File: src/pkg/ssrb_params.svh
// register map, field positions, reset values and bus constants of the status register bank
`ifndef SSRB_PARAMS_SVH
`define SSRB_PARAMS_SVH

`define SSRB_ADDR_W 16
`define SSRB_OFF_CHIP_IDENTITY 16'h0000
`define SSRB_OFF_FRAME_COUNTER 16'h0004
`define SSRB_OFF_CYCLE_COUNTER 16'h0008
`define SSRB_OFF_HOST_BUS_WIDTH 16'h0188
`define SSRB_OFF_TOUCH_TRACK_FIRST 16'h7000
`define SSRB_OFF_TOUCH_TRACK_SECOND 16'h7004
`define SSRB_OFF_TOUCH_CTRL 16'h7100
`define SSRB_ID_DEFAULT 8'h5A
`define SSRB_WIDTH_RESET 3'h0
`define SSRB_WIDTH_BIT_DUMMY 2
`define SSRB_WIDTH_FIELD_HI 1
`define SSRB_WIDTH_FIELD_LO 0
`define SSRB_TRACK_VALUE_HI 31
`define SSRB_TRACK_VALUE_LO 16
`define SSRB_TRACK_TAG_HI 7
`define SSRB_TRACK_TAG_LO 0
`define SSRB_RESP_OKAY 2'h0
`define SSRB_RESP_SLVERR 2'h2

`endif

File: src/pkg/ssrb_pkg.sv
// types shared by the status register bank modules
package ssrb_pkg;
	typedef enum logic [1:0] {
		SSRB_LINES_ONE = 2'b00,
		SSRB_LINES_TWO = 2'b01,
		SSRB_LINES_FOUR = 2'b10,
		SSRB_LINES_BAD = 2'b11
	} ssrb_lines_e;

	typedef enum logic [1:0] {
		SSRB_BUS_IDLE = 2'b00,
		SSRB_BUS_RESP = 2'b01
	} ssrb_bus_e;

	typedef struct packed {
		logic [31:0] value;
	} ssrb_cnt_s;
endpackage : ssrb_pkg

File: src/pkg/ssrb_cnt_if.sv
// counter control and value carried between the bank and its counters
`timescale 1ns/1ps
interface ssrb_cnt_if;
	logic step;
	logic [31:0] value;
	modport owner(input step, output value);
	modport user(output step, input value);
endinterface : ssrb_cnt_if

File: src/core/ssrb_counter.sv
// wrapping 32-bit event counter
`timescale 1ns/1ps
module ssrb_counter (
	// clock and reset
	input wire logic i_ref_clk,
	input wire logic i_rst,
	// step in, value out
	ssrb_cnt_if.owner cnt
);
	ssrb_pkg::ssrb_cnt_s state_reg;
	ssrb_pkg::ssrb_cnt_s state_next;

	always_comb begin
		state_next = state_reg;
		if (cnt.step) begin
			state_next.value = state_reg.value + 32'h0000_0001;
		end
	end

	always_ff @(posedge i_ref_clk or posedge i_rst) begin
		if (i_rst) begin
			state_reg <= '0;
		end else begin
			state_reg <= state_next;
		end
	end

	assign cnt.value = state_reg.value;

	counter_wrap_a: assert property (@(posedge i_ref_clk) disable iff (i_rst)
		cnt.step && (state_reg.value == 32'hFFFF_FFFF) |=> state_reg.value == 32'h0000_0000)
		else $error("counter did not wrap to zero");
	counter_hold_a: assert property (@(posedge i_ref_clk) disable iff (i_rst)
		!cnt.step |=> $stable(state_reg.value))
		else $error("counter moved without a step");
endmodule : ssrb_counter

File: src/core/ssrb_bank.sv
// status register bank with an axi4-lite slave
`timescale 1ns/1ps
`include "ssrb_params.svh"
module ssrb_bank #(
	parameter logic [7:0] CHIP_ID = `SSRB_ID_DEFAULT // arbitrary value
) (
	// clock and reset
	input wire logic i_ref_clk,
	input wire logic i_rst,
	// axi4-lite write address and data
	input wire logic [15:0] i_awaddr,
	input wire logic i_awvalid,
	output logic o_awready,
	input wire logic [31:0] i_wdata,
	input wire logic [3:0] i_wstrb,
	input wire logic i_wvalid,
	output logic o_wready,
	// axi4-lite write response
	output logic [1:0] o_bresp,
	output logic o_bvalid,
	input wire logic i_bready,
	// axi4-lite read address
	input wire logic [15:0] i_araddr,
	input wire logic i_arvalid,
	output logic o_arready,
	// axi4-lite read data
	output logic [31:0] o_rdata,
	output logic [1:0] o_rresp,
	output logic o_rvalid,
	input wire logic i_rready,
	// display and touch engine inputs
	input wire logic i_frame_done,
	input wire logic [15:0] i_track0_value,
	input wire logic [7:0] i_track0_tag,
	input wire logic i_track0_load,
	input wire logic [15:0] i_track1_value,
	input wire logic [7:0] i_track1_tag,
	input wire logic i_track1_load,
	// host serial interface and touch settings
	output logic [1:0] o_host_lines,
	output logic o_host_dummy,
	output logic o_multi_touch
);
	typedef struct packed {
		logic aw_have;
		logic [15:0] aw_addr;
		logic w_have;
		logic [31:0] w_data;
		logic [3:0] w_strb;
		ssrb_pkg::ssrb_bus_e wr_st;
		logic [1:0] bresp;
		ssrb_pkg::ssrb_bus_e rd_st;
		logic [31:0] rdata;
		logic [1:0] rresp;
		logic [2:0] width;
		logic multi;
		logic [31:0] track0;
		logic [31:0] track1;
	} ssrb_bank_s;

	ssrb_bank_s state_reg;
	ssrb_bank_s state_next;

	ssrb_cnt_if cyc_if();
	ssrb_cnt_if frm_if();

	assign cyc_if.step = 1'b1;
	assign frm_if.step = i_frame_done;

	ssrb_counter u_cycle (
		.i_ref_clk(i_ref_clk),
		.i_rst(i_rst),
		.cnt(cyc_if.owner)
	);

	ssrb_counter u_frame (
		.i_ref_clk(i_ref_clk),
		.i_rst(i_rst),
		.cnt(frm_if.owner)
	);

	// word decode for reads; miss flags slverr
	function automatic logic [32:0] read_word(input logic [15:0] addr, input ssrb_bank_s s,
		input logic [31:0] cyc, input logic [31:0] frm);
		logic [15:0] a;
		a = {addr[15:2], 2'b00};
		if (a == `SSRB_OFF_CHIP_IDENTITY) begin
			read_word = {1'b0, 24'h00_0000, CHIP_ID};
		end else if (a == `SSRB_OFF_FRAME_COUNTER) begin
			read_word = {1'b0, frm};
		end else if (a == `SSRB_OFF_CYCLE_COUNTER) begin
			read_word = {1'b0, cyc};
		end else if (a == `SSRB_OFF_HOST_BUS_WIDTH) begin
			read_word = {1'b0, 29'h0000_0000, s.width};
		end else if (a == `SSRB_OFF_TOUCH_TRACK_FIRST) begin
			read_word = {1'b0, s.track0};
		end else if (a == `SSRB_OFF_TOUCH_TRACK_SECOND) begin
			read_word = {1'b0, s.track1};
		end else if (a == `SSRB_OFF_TOUCH_CTRL) begin
			read_word = {1'b0, 31'h0000_0000, s.multi};
		end else begin
			read_word = {1'b1, 32'h0000_0000};
		end
	endfunction : read_word

	// tracker word: value high, tag low, reserved middle zero
	function automatic logic [31:0] track_word(input logic [15:0] value, input logic [7:0] tag);
		track_word = {value, 8'h00, tag};
	endfunction : track_word

	logic [32:0] rd_word;
	assign rd_word = read_word(i_araddr, state_reg, cyc_if.value, frm_if.value);

	always_comb begin
		logic [15:0] wa;
		wa = '0;
		state_next = state_reg;
		if (!state_reg.aw_have && i_awvalid) begin
			state_next.aw_have = 1'b1;
			state_next.aw_addr = i_awaddr;
		end
		if (!state_reg.w_have && i_wvalid) begin
			state_next.w_have = 1'b1;
			state_next.w_data = i_wdata;
			state_next.w_strb = i_wstrb;
		end
		case (state_reg.wr_st)
			ssrb_pkg::SSRB_BUS_IDLE: begin
				if (state_reg.aw_have && state_reg.w_have) begin
					wa = {state_reg.aw_addr[15:2], 2'b00};
					state_next.aw_have = 1'b0;
					state_next.w_have = 1'b0;
					state_next.wr_st = ssrb_pkg::SSRB_BUS_RESP;
					state_next.bresp = `SSRB_RESP_OKAY;
					if (wa == `SSRB_OFF_HOST_BUS_WIDTH) begin
						if (state_reg.w_strb[0]) begin
							state_next.width = state_reg.w_data[2:0];
						end
					end else if (wa == `SSRB_OFF_TOUCH_CTRL) begin
						if (state_reg.w_strb[0]) begin
							state_next.multi = state_reg.w_data[0];
						end
					end else if (read_word(state_reg.aw_addr, state_reg, 32'h0, 32'h0) == 33'h1_0000_0000) begin
						state_next.bresp = `SSRB_RESP_SLVERR;
					end
				end
			end
			ssrb_pkg::SSRB_BUS_RESP: begin
				if (i_bready) begin
					state_next.wr_st = ssrb_pkg::SSRB_BUS_IDLE;
				end
			end
			default: begin
				state_next.wr_st = ssrb_pkg::SSRB_BUS_IDLE;
			end
		endcase
		case (state_reg.rd_st)
			ssrb_pkg::SSRB_BUS_IDLE: begin
				if (i_arvalid) begin
					state_next.rd_st = ssrb_pkg::SSRB_BUS_RESP;
					state_next.rdata = rd_word[31:0];
					state_next.rresp = rd_word[32] ? `SSRB_RESP_SLVERR : `SSRB_RESP_OKAY;
				end
			end
			ssrb_pkg::SSRB_BUS_RESP: begin
				if (i_rready) begin
					state_next.rd_st = ssrb_pkg::SSRB_BUS_IDLE;
				end
			end
			default: begin
				state_next.rd_st = ssrb_pkg::SSRB_BUS_IDLE;
			end
		endcase
		if (i_track0_load) begin
			state_next.track0 = track_word(i_track0_value, i_track0_tag);
		end
		// second point only in extended mode
		if (i_track1_load && state_reg.multi) begin
			state_next.track1 = track_word(i_track1_value, i_track1_tag);
		end
	end

	always_ff @(posedge i_ref_clk or posedge i_rst) begin
		if (i_rst) begin
			state_reg <= '0;
			state_reg.width <= `SSRB_WIDTH_RESET;
		end else begin
			state_reg <= state_next;
		end
	end

	assign o_awready = !state_reg.aw_have;
	assign o_wready = !state_reg.w_have;
	assign o_bvalid = (state_reg.wr_st == ssrb_pkg::SSRB_BUS_RESP);
	assign o_bresp = state_reg.bresp;
	assign o_arready = (state_reg.rd_st == ssrb_pkg::SSRB_BUS_IDLE);
	assign o_rvalid = (state_reg.rd_st == ssrb_pkg::SSRB_BUS_RESP);
	assign o_rdata = state_reg.rdata;
	assign o_rresp = state_reg.rresp;
	assign o_host_lines = state_reg.width[`SSRB_WIDTH_FIELD_HI:`SSRB_WIDTH_FIELD_LO];
	assign o_host_dummy = state_reg.width[`SSRB_WIDTH_BIT_DUMMY];
	assign o_multi_touch = state_reg.multi;

	cycle_step_a: assert property (@(posedge i_ref_clk) disable iff (i_rst)
		1'b1 |=> cyc_if.value == $past(cyc_if.value) + 32'h0000_0001)
		else $error("cycle counter did not step");
	frame_step_a: assert property (@(posedge i_ref_clk) disable iff (i_rst)
		i_frame_done |=> frm_if.value == $past(frm_if.value) + 32'h0000_0001)
		else $error("frame counter missed a frame");
	frame_wrap_a: assert property (@(posedge i_ref_clk) disable iff (i_rst)
		i_frame_done && frm_if.value == 32'hFFFF_FFFF |=> frm_if.value == 32'h0000_0000)
		else $error("frame counter did not wrap");
	id_read_a: assert property (@(posedge i_ref_clk) disable iff (i_rst)
		o_arready && i_arvalid && i_araddr[15:2] == 14'h0000 |=> o_rvalid && o_rdata == {24'h00_0000, CHIP_ID})
		else $error("identity read wrong");
	dummy_out_a: assert property (@(posedge i_ref_clk) disable iff (i_rst)
		!(state_reg.wr_st == ssrb_pkg::SSRB_BUS_IDLE && state_reg.aw_have && state_reg.w_have)
		|=> $stable(o_host_dummy) && $stable(o_host_lines))
		else $error("width outputs moved without a write");
	width_write_a: assert property (@(posedge i_ref_clk) disable iff (i_rst)
		state_reg.wr_st == ssrb_pkg::SSRB_BUS_IDLE && state_reg.aw_have && state_reg.w_have
		&& state_reg.aw_addr[15:2] == 14'h0062 && state_reg.w_strb[0]
		|=> o_host_lines == $past(state_reg.w_data[1:0]) && o_host_dummy == $past(state_reg.w_data[2])
		&& o_bvalid)
		else $error("width write not applied");
	track_map_a: assert property (@(posedge i_ref_clk) disable iff (i_rst)
		i_track0_load |=> state_reg.track0 == {$past(i_track0_value), 8'h00, $past(i_track0_tag)})
		else $error("first tracker not loaded");
	track_rsv_a: assert property (@(posedge i_ref_clk) disable iff (i_rst)
		state_reg.track0[15:8] == 8'h00 && state_reg.track1[15:8] == 8'h00)
		else $error("tracker reserved bits set");
	second_gate_a: assert property (@(posedge i_ref_clk) disable iff (i_rst)
		!o_multi_touch && !i_rst |=> $stable(state_reg.track1))
		else $error("second tracker moved outside extended mode");
	ro_write_a: assert property (@(posedge i_ref_clk) disable iff (i_rst)
		state_reg.wr_st == ssrb_pkg::SSRB_BUS_IDLE && state_reg.aw_have && state_reg.w_have
		&& state_reg.aw_addr[15:2] == 14'h0000 |=> $stable(o_host_lines) && $stable(o_multi_touch))
		else $error("read-only write had an effect");
	track_addr_a: assert property (@(posedge i_ref_clk) disable iff (i_rst)
		o_arready && i_arvalid && i_araddr[15:2] == 14'h1C00 |=> o_rdata == $past(state_reg.track0))
		else $error("first tracker read wrong");
endmodule : ssrb_bank

File: config.mk
export PLATFORM = sky130hd
export DESIGN_NAME = ssrb_bank
export DESIGN_NICKNAME = d
export VERILOG_FILES = /design/src/pkg/ssrb_pkg.sv /design/src/pkg/ssrb_cnt_if.sv /design/src/core/ssrb_counter.sv /design/src/core/ssrb_bank.sv
export VERILOG_INCLUDE_DIRS = /design/src /design/src/pkg
export SDC_FILE = /design/constraint.sdc
export NUM_CORES = 1
export LEC_CHECK = 0
export BUFFER_PORTS_ARGS = -buffer_cell sky130_fd_sc_hd__buf_2
export CAP_MARGIN = 40
export CORE_ASPECT_RATIO = 0.7
export CORE_UTILIZATION = 55
export CTS_CLUSTER_DIAMETER = 100
export DETAILED_ROUTE_END_ITERATION = 10
export PLACE_DENSITY = 0.8
export SLEW_MARGIN = 30
export SYNTH_ARGS = -nofsm -noshare
export SYNTH_HDL_FRONTEND = slang
export SYNTH_SLANG_ARGS = --single-unit
File: constraint.sdc
create_clock -name i_ref_clk -period 7.6 [get_ports i_ref_clk]
set_clock_uncertainty 0.15 [all_clocks]
set_input_delay 1.9 -clock i_ref_clk [delete_from_list [all_inputs] [get_ports i_ref_clk]]
set_output_delay 1.9 -clock i_ref_clk [all_outputs]
set_load 0.02 [all_outputs]
==> key figures <==
STA
  – Endpoints failing setup: 0
  – Hold Vio Cnt, Final: 0
  – Tcrit/Tclk final: between 50% and 60%
  – Final Worst Setup Slack: between 3 and 4 ns
  – Tightest Pin Transition: approximately 0.83 ns
  – Slew Viols, Final: 0
  – Relative slew slack: approximately 44%
  – FMAX: around 260 MHz
  – Setup TNS: 0 ns
  – Minimum clock period: 3.80 ns
  – Unrepaired setup endpoints after global routing: false

CTS
  – CTS Buf Count: 17
  – Max Root-Sink Buffers: 2
  – Post-CTS Hold Fix Bufs: 0
  – Sink Count: between 150 and 200
  – Setup bufs post-CTS: 0
  – Post-cts gate resize count: 0
  – CTS tree: done
  – Clock transition at path regs: about 0.06 ns
  – # H-tree levels: 4
  – Clk root buf: clkbuf_16
  – Worst skew pair latency: roughly 0.43 ns

Placement
  – Final Wtd Congestion: roughly 0.85
  – Port bufs: approximately 130
  – Post-DP HPWL: about 14 mm
  – DP Worst Slack: just under 3 ns

Detailed routing
  – # DRC: 0
  – DR iter-0 viols: just under 600
  – Via count: about 6200
  – WL/cell: around 19 um
  – TritonRoute pass-1 iters: 5
  – Vias per cell: between 5 and 6
  – Final antenna-violating net count: 0
  – Final WL: just under 20 mm

Pwr
  – Net Sw Power: about 610 uW
  – Comb power frac: between 10 and 15%
  – Tot Pwr: 2.27 mW
  – Peak VDD IR: around 0.00017 V
  – Cell area power density: around 240 nW/um^2
  – Power Internal: ~1.7 mW
  – Clock Power Share: 39.0%
  – Leakage: 4.30 nW
  – Sw Ratio: ~27%
  – Sequential Power Share: 48.3%

Global route
  – Global-route wire length before repair: roughly 31 mm
  – Initial antenna violation count: 0
  – Total global routing overflow: 0
  – Largest net degree at the start of global routing: 64
  – Number of global-route vias before repair: slightly below 6000
  – GRT Overall Usage: roughly a quarter

Yosys
  – Synth unique cells: between 60 and 70
  – Seq/Total Area, Yosys: a little over half
  – Top_reg_cell synth: dfrtp_1
  – Synth Register Bits: roughly 170
  – Post-synth EDFFs: 0
  – Gate Count Post-Synth: 747
  – Fraction of registers with async set/reset: between 90% and 100%
  – Syn Area/Cell: approximately 11 um^2
  – Synthesized area: approximately 8300 um^2
  – Syn. warnings: 0

Floorplan
  – Starting density of the core: 56.4%
  – # IOs: between 150 and 200
  – Die area: between 15000 and 20000 um^2
  – Die X-Extent: between 100 and 150 um
  – Die height: between 100 and 150 um
  – # rows: 37
  – Area of the core: roughly 15000 um^2

Critical path
  – Bufs and invs on worst path: 2
  – Startpoint types: input port
  – Critical Path Max Stage Delay: 0.53 ns
  – CP Capture Type: register
  – Worst path top cell family by delay: compound AO/OA/AOI/OAI gates
  – CP Cell Sequence: buf_2 > nor4_4 > nand3_1 > buf_8 > o21ai_2 > a221o_2 > o22a_1
  – FF-to-FF Start: u_cycle.cnt.value[1]
  – Crit. Startpoint: i_araddr[8]
  – Worst EP required: a little under 8 ns
  – Crit-path slowest cell: o21ai_2
  – Crit path max fanout: 15
  – Critical Path AT: between 4 and 5 ns
  – CP Class: input port to register

Final layout
  – Antenna diodes: 0
  – Area growth, synth to finish: 14.8%
  – Final Core Density: 64.8%
  – Commonest cells after routing, fill and taps aside: dfrtp_1, buf_2, mux2_2
  – Layout cell share with drive strength beyond 1: a little under a third
  – Max reg flops: 70
  – Fill cells: around 1100
  – Final net count: around 970
  – Most common cell after layout, fill and taps aside: dfrtp_1

Worst hold path
  – Hold crit path type: register to register
  – Hold path startpoint: o_rdata[12]

Run status
  – Status: finished, final reports clean

Flow run
  – # Max-Cap Violations: 0
-- per-stage QoR --
step	cells	instance area, um^2	hold WS [ns]
2_1_floorplan	748	8280	0.295
3_3_place_gp	1006	8790	0.312
3_5_place_dp	1011	8870	0.321
4_1_cts	1043	9480	0.339
5_1_grt	1045	9500	0.360
6_report	1045	9500	0.331
-- synth_stat cells (3+ instances only) --
library cell | instances | share of area, %
and2_1 | 3 | 0.23
buf_2 | 6 | 0.36
clkbuf_1 | 23 | 1.0
and4_1 | 8 | 0.85
mux2_2 | 72 | 9.8
xnor2_1 | 43 | 4.6
and3_1 | 8 | 0.60
nor3_1 | 11 | 0.67
mux2i_1 | 3 | 0.36
nor2_1 | 41 | 1.9
inv_1 | 8 | 0.36
nand3_1 | 23 | 1.4
a22oi_1 | 11 | 1.0
a21oi_1 | 38 | 2.3
o21ai_0 | 28 | 1.7
dfrtp_1 | 172 | 52
nor2b_1 | 7 | 0.53
a221oi_1 | 15 | 1.6
xor2_1 | 18 | 1.9
a211o_1 | 15 | 1.6
o21a_1 | 3 | 0.27
o22a_1 | 3 | 0.32
nand2_1 | 63 | 2.9
nand4_1 | 18 | 1.4
a221o_2 | 3 | 0.41
a22o_1 | 6 | 0.63
o21ai_1 | 11 | 0.67
buf_4 | 41 | 3.7
-- layer usage --
layer	up-vias	global-route usage [%]	share of wire, %
li1	2830	-	-
met1	3060	39.3	46
met2	282	37.5	43
met3	38	6.90	8.2
met4	0	8.25	1.9
met5	-	0	0
-- worst paths after layout --
kind | slack, ns | depth (start not counted) | end
max reg2reg | 5.10 | 6 | u_cycle.cnt.value[14]
min | 0.33 | 2 | o_rdata[12]
min in group asynchronous | 1.30 | 2 | o_rdata[11]
min reg2reg | 0.33 | 2 | o_rdata[12]
max | 3.80 | 7 | o_rdata[3]
max in group asynchronous | 4.64 | 5 | state_reg[29]
-- kinds of logic after synthesis --
logic type      share of synthesized area [%]
simple gates                             13.7
compound gates                           11.6
mux                                      10.2
other cells                            0.0453
fa+ha+maj                               0.302
flops                                    52.0
xor+xnor                                 6.45
buf+inv                                  5.71
-- power groups by stage --
| stage | Sequential [mW] | Combinational, mW | Clock, mW |
|---|---|---|---|
| 2_1_floorplan | 1.09 | 0.222 | 0 |
| 3_3_place_gp | 1.11 | 0.275 | 0 |
| 3_5_place_dp | 1.11 | 0.288 | 0 |
| 4_1_cts | 1.10 | 0.290 | 0.895 |
| 5_1_grt | 1.11 | 0.318 | 0.931 |
| 6_report | 1.10 | 0.288 | 0.886 |
-- worst reg2reg max path, cell delays in order (launching register included) --
cell and delay (ns):
dfrtp_1 0.43, ha_1 0.22, nand3_1 0.15, nor3_1 0.72
nand4_1 0.24, or2_2 0.35, xnor2_1 0.12
-- final cells by class --
| cell class | count | area [um^2] | share of cell area, % |
|---|---|---|---|
| Inverter | 8 | 35.0 | 0.369 |
| Sequential cell | 172 | 4300 | 45.3 |
| Tap cell | 195 | 244 | 2.57 |
| Clock buffer | 19 | 453 | 4.77 |
| Clock inverter | 13 | 151 | 1.59 |
| Multi-Input combinational cell | 495 | 3520 | 37.0 |
| Timing Repair Buffer | 143 | 798 | 8.40 |
Note: power is estimated with default switching activity, not from simulation.
